$ cat config.mk
export PLATFORM = sky130hd
export DESIGN_NAME = pvc_regs
export DESIGN_NICKNAME = d
export VERILOG_FILES = /design/src/rtl/pvc_pkg.sv /design/src/rtl/pvc_regs.sv
export SDC_FILE = /design/constraint.sdc
export NUM_CORES = 1
export LEC_CHECK = 0
export BUFFER_PORTS_ARGS = -buffer_cell sky130_fd_sc_hd__buf_2
export CORE_UTILIZATION = 50
export CTS_BUF_LIST = sky130_fd_sc_hd__clkbuf_4 sky130_fd_sc_hd__clkbuf_8 sky130_fd_sc_hd__clkbuf_16
export DETAILED_ROUTE_END_ITERATION = 7
export PLACE_DENSITY = 0.8
export SLEW_MARGIN = 30
export SYNTH_ARGS = -nofsm -noshare
export SYNTH_HDL_FRONTEND = slang
export SYNTH_SLANG_ARGS = --single-unit
$ cat constraint.sdc
create_clock -name ref_clk_i -period 1.78 [get_ports ref_clk_i]
set_input_delay 0.089 -clock ref_clk_i [delete_from_list [all_inputs] [get_ports ref_clk_i]]
set_output_delay 0.089 -clock ref_clk_i [all_outputs]
set_load 0.005 [all_outputs]
$ cat src/rtl/pvc_pkg.sv
// Package: register map, field positions and reset values of the vendor register slice
package pvc_pkg;
	// ----------------------------------------------------------------
	// Register addresses
	// ----------------------------------------------------------------
	localparam logic [4:0] PVC_ADDR_NP_PARTNER = 5'h08;
	localparam logic [4:0] PVC_ADDR_RSV_LO = 5'h09;
	localparam logic [4:0] PVC_ADDR_RSV_HI = 5'h0F;
	localparam logic [4:0] PVC_ADDR_EXT_CTRL = 5'h10;
	localparam logic [4:0] PVC_ADDR_QP_STATUS = 5'h11;

	// ----------------------------------------------------------------
	// Extended control field positions
	// ----------------------------------------------------------------
	localparam int PVC_EC_OVR_WE = 15;
	localparam int PVC_EC_PHYAD_LSB = 6;
	localparam int PVC_EC_CIPH_TEST = 5;
	localparam int PVC_EC_NRZI = 3;
	localparam int PVC_EC_TX_INV = 2;
	localparam int PVC_EC_CIPH_DIS = 0;

	// ----------------------------------------------------------------
	// Quick-poll status field positions
	// ----------------------------------------------------------------
	localparam int PVC_QP_RATE = 15;
	localparam int PVC_QP_DUPLEX = 14;
	localparam int PVC_QP_ANPROG_LSB = 11;

	// ----------------------------------------------------------------
	// Widths and reset values
	// ----------------------------------------------------------------
	localparam int PVC_NP_W = 4;
	localparam int PVC_PHYAD_W = 5;
	localparam int PVC_ANPROG_W = 3;
	localparam logic [3:0] PVC_NP_RST = 4'h0;
	localparam logic [2:0] PVC_ANPROG_RST = 3'h0;
	localparam logic PVC_OVR_RST = 1'b0;
	localparam logic PVC_CIPH_DIS_RST = 1'b0;
	localparam logic PVC_TX_INV_RST = 1'b0;
	localparam logic PVC_NRZI_RST = 1'b1;
	localparam logic PVC_CIPH_TEST_RST = 1'b0;
	localparam logic [15:0] PVC_ZERO16 = 16'h0000;
	localparam logic [1:0] PVC_STRAP_SYNC = 2'h2;
endpackage : pvc_pkg

$ cat src/rtl/pvc_regs.sv
// Module: vendor control and quick-poll status registers of the transceiver management slice
//
// Behaviour
// - Partner next-page register low four bits show received code, read-only, reset 0.
// - Addresses 9 to 15 are reserved: read zero, writes do nothing but clear a set override write enable.
// - Extended control bit 15 is self-clearing override write enable; bits 14-11 read 0.
// - Quick-poll status is read-only; bit 15 shows rate, 1 is 100 Mbps.
// - Quick-poll status bit 14 reads 1 for full duplex, 0 for half.
// - Three-bit negotiation progress code at bits 13-11, latching maximum, reset 0.
`timescale 1ns/1ps
`default_nettype none
module pvc_regs
	import pvc_pkg::*;
(
	input wire logic ref_clk_i,
	input wire logic rstn_i,
	input wire logic [4:0] mgmt_addr_i,
	input wire logic mgmt_wr_i,
	input wire logic mgmt_rd_i,
	input wire logic [15:0] mgmt_wdata_i,
	output logic [15:0] mgmt_rdata_o,
	input wire logic np_page_rx_i,
	input wire logic [3:0] np_code_i,
	input wire logic speed_100_i,
	input wire logic full_duplex_i,
	input wire logic [2:0] an_progress_i,
	input wire logic [4:0] phy_addr_i,
	output logic cipher_bypass_o,
	output logic tx_invalid_o,
	output logic nrzi_sel_o,
	output logic cipher_test_o,
	output logic override_we_o
);

	// ----------------------------------------------------------------
	// State
	// ----------------------------------------------------------------
	typedef struct packed {
		logic [PVC_NP_W-1:0] np_code;
		logic ovr_we;
		logic ciph_dis;
		logic tx_inv;
		logic nrzi;
		logic ciph_test;
		logic ad_taken;
		logic [PVC_PHYAD_W-1:0] phy_addr;
		logic [PVC_PHYAD_W-1:0] phy_sync1;
		logic [PVC_PHYAD_W-1:0] phy_sync2;
		logic [1:0] strap_cnt;
		logic rate;
		logic duplex;
		logic [PVC_ANPROG_W-1:0] an_max;
		logic [15:0] rdata;
	} pvc_state_t;

	pvc_state_t st_r;
	pvc_state_t st_nxt;

	localparam pvc_state_t PVC_ST_RST = '{
		np_code: PVC_NP_RST,
		ovr_we: PVC_OVR_RST,
		ciph_dis: PVC_CIPH_DIS_RST,
		tx_inv: PVC_TX_INV_RST,
		nrzi: PVC_NRZI_RST,
		ciph_test: PVC_CIPH_TEST_RST,
		ad_taken: 1'b0,
		phy_addr: 5'h00,
		phy_sync1: 5'h00,
		phy_sync2: 5'h00,
		strap_cnt: 2'h0,
		rate: 1'b0,
		duplex: 1'b0,
		an_max: PVC_ANPROG_RST,
		rdata: PVC_ZERO16
	};

	function automatic logic is_addr(input logic [4:0] a, input logic [4:0] ref_a);
		is_addr = (a == ref_a);
	endfunction : is_addr

	// ----------------------------------------------------------------
	// Next state
	// ----------------------------------------------------------------
	always_comb
	begin
		logic [15:0] rd;
		rd = PVC_ZERO16;
		st_nxt = st_r;
		// Strap pins pass two flip-flops before anything reads them
		st_nxt.phy_sync1 = phy_addr_i;
		st_nxt.phy_sync2 = st_r.phy_sync1;
		// Latched once the pair has filled; later strap changes wait for a reset
		if (!st_r.ad_taken)
		begin
			if (st_r.strap_cnt == PVC_STRAP_SYNC)
			begin
				st_nxt.phy_addr = st_r.phy_sync2;
				st_nxt.ad_taken = 1'b1;
			end
			else
				st_nxt.strap_cnt = st_r.strap_cnt + 2'h1;
		end
		if (np_page_rx_i)
			st_nxt.np_code = np_code_i;
		st_nxt.rate = speed_100_i;
		st_nxt.duplex = full_duplex_i;
		// Read data; unlisted and reserved addresses read zero
		if (is_addr(mgmt_addr_i, PVC_ADDR_NP_PARTNER))
			rd[PVC_NP_W-1:0] = st_r.np_code;
		else if (is_addr(mgmt_addr_i, PVC_ADDR_EXT_CTRL))
		begin
			rd[PVC_EC_OVR_WE] = st_r.ovr_we;
			rd[PVC_EC_PHYAD_LSB +: PVC_PHYAD_W] = st_r.phy_addr;
			rd[PVC_EC_CIPH_TEST] = st_r.ciph_test;
			rd[PVC_EC_NRZI] = st_r.nrzi;
			rd[PVC_EC_TX_INV] = st_r.tx_inv;
			rd[PVC_EC_CIPH_DIS] = st_r.ciph_dis;
		end
		else if (is_addr(mgmt_addr_i, PVC_ADDR_QP_STATUS))
		begin
			rd[PVC_QP_RATE] = st_r.rate;
			rd[PVC_QP_DUPLEX] = st_r.duplex;
			rd[PVC_QP_ANPROG_LSB +: PVC_ANPROG_W] = st_r.an_max;
		end
		if (mgmt_rd_i)
			st_nxt.rdata = rd;
		// Latching maximum: a read restarts from the live code so nothing is lost
		if (mgmt_rd_i && is_addr(mgmt_addr_i, PVC_ADDR_QP_STATUS))
			st_nxt.an_max = an_progress_i;
		else if (an_progress_i > st_r.an_max)
			st_nxt.an_max = an_progress_i;
		// Override enable lasts for exactly one following write
		if (mgmt_wr_i && st_r.ovr_we)
			st_nxt.ovr_we = 1'b0;
		if (mgmt_wr_i && is_addr(mgmt_addr_i, PVC_ADDR_EXT_CTRL))
		begin
			st_nxt.ovr_we = mgmt_wdata_i[PVC_EC_OVR_WE];
			st_nxt.ciph_test = mgmt_wdata_i[PVC_EC_CIPH_TEST];
			st_nxt.nrzi = mgmt_wdata_i[PVC_EC_NRZI];
			st_nxt.tx_inv = mgmt_wdata_i[PVC_EC_TX_INV];
			st_nxt.ciph_dis = mgmt_wdata_i[PVC_EC_CIPH_DIS];
		end
	end

	always_ff @(posedge ref_clk_i or negedge rstn_i)
	begin
		if (!rstn_i)
			st_r <= PVC_ST_RST;
		else
			st_r <= st_nxt;
	end

	// ----------------------------------------------------------------
	// Outputs
	// ----------------------------------------------------------------
	assign mgmt_rdata_o = st_r.rdata;
	assign cipher_bypass_o = st_r.ciph_dis;
	assign tx_invalid_o = st_r.tx_inv;
	assign nrzi_sel_o = st_r.nrzi;
	assign cipher_test_o = st_r.ciph_test;
	assign override_we_o = st_r.ovr_we;
endmodule : pvc_regs
`default_nettype wire

# Word-level counts from Yosys, hierarchy flattened
# Index checks and enable logic that the tools add are counted.
# op_classes
add_sub_neg,1
magnitude_cmp,1
eq_ne,4
mux,16
n_bitwise,2
n_reduce_logical,7
# op_table
cell,count
$mux 6,3
$mux 11,1
$eq 5x5->1 const B,2
$mux 5,2
$mux 3,2
$eq 5x4->1 const B,1
$mux 1,5
$mux 2,2
$mux 4,1
$reduce_and 2->1,2
$reduce_bool 2->1,2
$gt 3x3->1,1
$logic_and 1x1->1,3
$add 2x1->2 const B,1
$eq 2x2->1 const B,1
$not 1->1,2
# word_totals
reg_bits,47
inputBits,40
output_inout_bits,21
elab_cells,46

# Depth between registers and ports, before layout
# Gate-level depths: netlist (run 1).
# logic_depth
ltp_word,4
depth_mapped,6
ltp_nobuf,5

# Worst setup path after synthesis (run 1)
# Ideal clock, no wire load.
# synth_path
path_type,flip-flop to flip-flop
start,register st_r[21] in the netlist's numbering
end,register st_r[33] in the netlist's numbering
setup_ns,0.125
arrival_time_ns,1.218
required_ns,1.655
slack_ns,0.437
stages_incl_launch_ff,5
path_buffers,0
period_less_slack_ns,1.343
path_cell_list,dfrtp_1 > inv_1 > ha_1 > nor2b_1 > mux2_2
# synth_via
elab_chain_cells,2
# synth_rtl
element,line_no,text
"start, declared",pvc_regs.sv:56,pvc_state_t st_r;
"start signal, assigned",pvc_regs.sv:150,st_r <= st_nxt;
$eq 2x2->1,pvc_regs.sv:95,if (st_r.strap_cnt == PVC_STRAP_SYNC)
$reduce_and 2->1 (no source line),n/a,
# Every way passes these cells.
# A chain may end at the register's enable or synchronous reset.

# Worst setup path after layout (run 1)
# layout_path
start,register st_r[21] in the netlist's numbering
end,register st_r[34] in the netlist's numbering
# Same word-level chain as after synthesis.

==> results.json, run 1 <==
{
  "num-fill-cells": 305,
  "cts_setup_buffers": 0,
  "min_path_type": "in -> reg",
  "fin_crit_ps": 1528,
  "placed_cells": 223,
  "p_int_mw": 1.658,
  "synth-seq-cells": 47,
  "irDropWorstVdd_uv": 570.9,
  "setup_viol": 0,
  "io_pins": 61,
  "cp_data_arrival_time_ps": 1720,
  "setup_tns_ps": 0,
  "synth_nets": 187,
  "nNetsFinal": 234,
  "post-place-ws_ps": 248.2,
  "startpoint_type": "register",
  "syn_inst": 143,
  "num_antenna_cells": 0,
  "cts-buffers-inserted": 5,
  "synth_edf_count": 0,
  "power_density_mw_per_mm2": 970.0,
  "dieWidth_um": 64.74,
  "p_leak_nw": 1.154,
  "via_per_inst": 5.230,
  "fin_ws_ps": 252.0,
  "avgSynthCellArea_um2": 13.76,
  "gp_congestion": 0.7155,
  "start_util": 0.5296,
  "synth-main-ff-cell": "dfrtp_1",
  "root_buffer": "clkbuf_8",
  "placed_cell_area_mm2": 0.002156,
  "multiInputGateArea_um2": 633.1,
  "synthTopCellsByCount": "dfrtp_1, buf_4, mux2_2",
  "grt_start_max_net_pins": 20,
  "drv_slew": 0,
  "area.growth.synth_to_final_pct": 18.63,
  "synth_largest_area_cell": "dfrtp_1",
  "fmax_mhz": 654.4,
  "worstPathRequired_ps": 1970,
  "yosys.cell_types.count": 32,
  "dpl.hpwl_um": 2632,
  "seq_area_frac_synth": 0.5982,
  "clock_latency_ps": 300,
  "power_switching_mw": 0.6071,
  "die_area_mm2": 0.004191,
  "vias": 1250,
  "core.rowCount": 22,
  "clk_pin_slew_ps": 80,
  "ant_nets": 0,
  "p_seq_frac": 0.537,
  "clk_path_buf_depth": 2,
  "finClkSkew_ps": 5.816,
  "synth_warnings": 0,
  "firstDrtPassIters": 4,
  "final_area_mm2": 0.002335,
  "period_share": 0.8584,
  "end_kind": "register",
  "p_clk_frac": 0.297,
  "die_y_um": 64.74,
  "routed_wl_um": 3517,
  "rsz0062_at_grt": "false",
  "worstPathMaxFanout": 5,
  "syn_area_mm2": 0.001968,
  "synth_area_leaders": "dfrtp_1, mux2_2, buf_4",
  "htreeDepth": 2,
  "rr_startpoint": "st_r[21]",
  "post-synth-top-area-fraction": 0.5849,
  "comb_power_share": 0.166,
  "drt-initial-drc-count": 37,
  "cts_resized": 0,
  "status": "completed",
  "p_sw_frac": 0.2681,
  "cts_tree": "done",
  "yosysMostFrequentCell": "dfrtp_1",
  "io_buffers": 48,
  "hold_violations": 0,
  "min_from": "np_code_i[1]",
  "overflow": 0,
  "seq_area_mm2": 0.001177,
  "coreArea_mm2": 0.003716,
  "clock-sinks": 47,
  "layout.cells.non_filler": 239,
  "antenna_found_initial": 0,
  "grt_pass1_wl_um": 5927,
  "cp-startpoint": "st_r[21]",
  "grt_util_all_layers": 0.1938,
  "drc_errors": 0,
  "drive_gt1_frac": 0.4503,
  "maxCapViolCount": 0,
  "worstSetupPathType": "reg -> reg",
  "first_global_vias": 1286,
  "wire_per_inst_um": 14.72,
  "async_flop_share": 1.000
}
-- cell usage in the layout, fill, tap and decap left out, types with 2 or more instances in the layout --
cell	Yosys	final
a22o_1	5	5
buf_4	16	2
o211ai_1	6	6
a221o_1	3	3
nor2b_1	2	2
a22o_2	6	6
nand3_1	4	4
mux2_2	13	13
inv_1	8	8
nand2_1	2	2
o21ai_0	4	4
dfrtp_1	46	46
and2b_2	3	3
clkbuf_8	0	6
dlygate4sd3_1	0	8
nor2_1	3	3
ha_1	4	4
buf_2	0	48
-- cells by family (layout without fill, tap and decap cells) --
family	count (synthesis)	in the layout	share of synthesized area
compound gates	28	28	0.1163
xor+xnor	1	1	0.004451
fa+ha+maj	4	4	0.02543
buf+inv	26	74	0.08011
flops	47	47	0.5982
mux	14	14	0.07947
other cells	1	1	0.001905
simple gates	22	22	0.09410
-- power by group through the flow --
| stage | registers, mW | logic, mW | clock network [mW] |
|---|---|---|---|
| 2_1_floorplan | 1.22 | 0.228 | 0 |
| 3_3_place_gp | 1.23 | 0.334 | 0 |
| 3_5_place_dp | 1.24 | 0.359 | 0 |
| 4_1_cts | 1.22 | 0.376 | 0.690 |
| 5_1_grt | 1.23 | 0.417 | 0.732 |
| 6_report | 1.22 | 0.376 | 0.672 |
-- metrics by stage --
step	power, mW	util	hold slack (ps)
after floorplan	1.448	-	-206.6
after global placement	1.564	0.5801	-25.88
after detailed placement	1.596	0.5801	-18.36
after CTS	2.282	0.6283	8.080
after global routing	2.375	0.6283	14.79
final	2.265	0.6283	15.60
-- state kept, by name, summed over array words and instances (netlist names) --
signal	cells
cipher_bypass_o	1
cipher_test_o	1
mgmt_rdata_o	15
nrzi_sel_o	1
override_we_o	1
st_nxt	5
st_r	22
tx_invalid_o	1
-- final timing paths --
path / endpoint / slack, ps / cells past startpoint
worst max-delay path: st_r[34] / 250 / 4
worst min-delay path: st_r[45] / 20 / 2
worst max register to register: st_r[34] / 250 / 4
worst min register to register: st_r[23] / 350 / 0
max in group asynchronous: nrzi_sel_o / 1000 / 3
min in group asynchronous: mgmt_rdata_o[10] / 180 / 2
-- cell type report --
cell class                 instances  area share
clock buffer                       6     0.03537
sequential                        47      0.5043
timing repair buffer              58      0.1436
tap                               48     0.02572
clock inverter                     2    0.006967
inverter                           8     0.01286
multi-input combinational         70      0.2712
-- layer usage --
metal	GRT usage	wire length, µm	vias up
met4	0.1028	86	0
met1	0.2313	1483	610
li1	-	-	587
met2	0.3099	1752	45
met3	0.06338	194	8
met5	0	0	-
-- worst max-delay path, cell delays in order (launching register included) --
cell and delay [ps]:
dfrtp_1 400, inv_1 70, ha_1 150, nor2b_1 410, mux2_2 390
-- what timing repair did --
item | 4_1_cts | 5_1_grt
hold buffers | 8 | 0
setup endpoints to repair | 0 | 0
hold endpoints to repair | 35 | 0
No activity file was read; power rests on OpenSTA's default activity.
==> inputs of run 2 (changes only) <==
--- a/config.mk
+++ b/config.mk
@@ -5,11 +5,11 @@
 export SDC_FILE = /design/constraint.sdc
 export NUM_CORES = 1
 export LEC_CHECK = 0
-export BUFFER_PORTS_ARGS = -buffer_cell sky130_fd_sc_hd__buf_2
-export CORE_UTILIZATION = 50
+export CORE_UTILIZATION = 60
 export CTS_BUF_LIST = sky130_fd_sc_hd__clkbuf_4 sky130_fd_sc_hd__clkbuf_8 sky130_fd_sc_hd__clkbuf_16
 export DETAILED_ROUTE_END_ITERATION = 7
-export PLACE_DENSITY = 0.8
+export DONT_BUFFER_PORTS = 1
+export PLACE_DENSITY = 0.78
 export SLEW_MARGIN = 30
 export SYNTH_ARGS = -nofsm -noshare
 export SYNTH_HDL_FRONTEND = slang
==> run 2 against run 1 <==
  * Largest cell class unchanged
  * Register-to-register slack is essentially flat
  * Hold slack improved by 2.9 ps
  * Final area is 2.2% lower
  * Utilization up 11 points
  * Critical path depth did not move
  * Combinational power down 5%
  * Critical endpoint is now st_r[36]
  * Die area shrank 16%
  * Cell count shrank 13%
  * Clock power is 27% lower
  * Sequential share of layout area is 1.1 points higher
==> results.json, run 2 (same netlist as run 1, synthesis figures left out) <==
{
  "status": "completed",
  "drv_slew": 0,
  "grt_use_met3": 0.08734,
  "die_area_mm2": 0.003514,
  "drive_gt1_frac": 0.2242,
  "first_global_vias": 1325,
  "gp_congestion": 0.7768,
  "via_per_inst": 5.694,
  "area.growth.synth_to_final_pct": 16.02,
  "nNetsFinal": 208,
  "cts_setup_buffers": 0,
  "grtUsageMet2": 0.4254,
  "dieWidth_um": 59.28,
  "cp_data_arrival_time_ps": 1770,
  "grt_pass1_wl_um": 6147,
  "whs_endpoint": "st_r[17]",
  "final_cell_mix": "dfrtp_1, dlygate4sd3_1, mux2_2, inv_1",
  "rr_worst_depth": 4,
  "drc_errors": 0,
  "start_util": 0.6394,
  "cp-startpoint": "st_r[21]",
  "irDropWorstVdd_uv": 636.1,
  "final_area_mm2": 0.002283,
  "startpoint_type": "register",
  "r2r_slack_ps": 260,
  "power_mw": 2.074,
  "clk_path_buf_depth": 2,
  "power_density_mw_per_mm2": 908.3,
  "io_buffers": 0,
  "top_register": "st_r",
  "drt-initial-drc-count": 17,
  "clock-sinks": 47,
  "worstSetupPathType": "reg -> reg",
  "htreeDepth": 2,
  "num-fill-cells": 218,
  "cts-buffers-inserted": 5,
  "min_path_type": "in -> reg",
  "rsz0062_at_grt": "false",
  "period_share": 0.8556,
  "fin_ws_ps": 257.1,
  "placed_cell_area_mm2": 0.001896,
  "grt_start_max_net_pins": 48,
  "rr_startpoint": "st_r[21]",
  "finClkSkew_ps": 5.491,
  "root_buffer": "clkbuf_4",
  "overflow": 0,
  "setup_viol": 0,
  "dpl.hpwl_um": 2302,
  "ant_nets": 0,
  "holdPathStages": 3,
  "fin_crit_ps": 1523,
  "reg2reg_to": "st_r[36]",
  "vias": 1190,
  "io_pins": 61,
  "fmax_mhz": 656.6,
  "coreArea_mm2": 0.003078,
  "die_y_um": 59.28,
  "antenna_found_initial": 0,
  "grt_util_all_layers": 0.2477,
  "clock_latency_ps": 350,
  "maxCapViolCount": 0,
  "cts_tree": "done",
  "firstDrtPassIters": 4,
  "largest_register_ffs": 22,
  "worstPathRequired_ps": 2030,
  "min_from": "mgmt_addr_i[1]",
  "setup_tns_ps": 0,
  "num_antenna_cells": 0,
  "routed_wl_um": 3745,
  "top_usage_layer": "met2",
  "clk_pin_slew_ps": 130,
  "end_kind": "register",
  "grt_util_met1": 0.2750,
  "core.rowCount": 20,
  "final_common_cell": "dfrtp_1",
  "p_leak_nw": 1.019,
  "post-place-ws_ps": 271.0,
  "worstPathMaxFanout": 5,
  "hold_violations": 0,
  "wire_per_inst_um": 17.92
}
run 2: cell types whose count changed in the layout (fill, tap and decap cells not counted), moves of 2 or more:
cell,delta
buf_2,-48
dlygate4sd3_1,+23
clkbuf_4,+6
clkbuf_8,-6
buf_4,-2
run 2: worst max path at each step:
stage | end | slack, ps | cells after the start
2_1_floorplan | st_r[33] | 440 | 4
6_report | st_r[36] | 260 | 4
5_1_grt | st_r[36] | 130 | 4
3_3_place_gp | st_r[33] | 320 | 4
3_5_place_dp | st_r[34] | 270 | 4
4_1_cts | st_r[36] | 240 | 4
run 2: what timing repair did:
action                    CTS  global route
hold buffers               32             0
resized for setup           0             0
hold endpoints to repair   68             0
run 2: worst max-delay path: stages, from the launching register on:
cell and delay [ps]:
dfrtp_1 420, inv_1 60, ha_1 140, nor2b_1 410
mux2_2 390
run 2: cell type report:
| type | count | area, µm² | area share |
|---|---|---|---|
| multi-input combinational | 70 | 633.1 | 0.2773 |
| tap | 44 | 55.05 | 0.02411 |
| timing repair buffer | 32 | 330.3 | 0.1447 |
| sequential | 47 | 1177 | 0.5156 |
| clock inverter | 2 | 12.51 | 0.005479 |
| inverter | 8 | 30.03 | 0.01315 |
| clock buffer | 6 | 45.04 | 0.01973 |
run 2: metal layers:
metal,vias to the layer above,share of wire
li1,536,-
met1,593,0.38
met2,48,0.52
met3,13,0.068
met4,0,0.029
met5,-,0
run 2: per-stage QoR:
step	hold WS (ps)	std cells	util
after floorplan	-206.6	143	-
after global placement	-205.4	169	0.6159
after detailed placement	-205.5	169	0.6159
after CTS	5.874	209	0.7419
after global routing	3.633	209	0.7419
final	18.52	209	0.7419
run 2: power by group:
part / leakage (nW) / switching, mW / internal, mW
logic: 0.403 / 0.174 / 0.184
registers: 0.584 / 0.0676 / 1.16
clock network: 0.0317 / 0.322 / 0.168
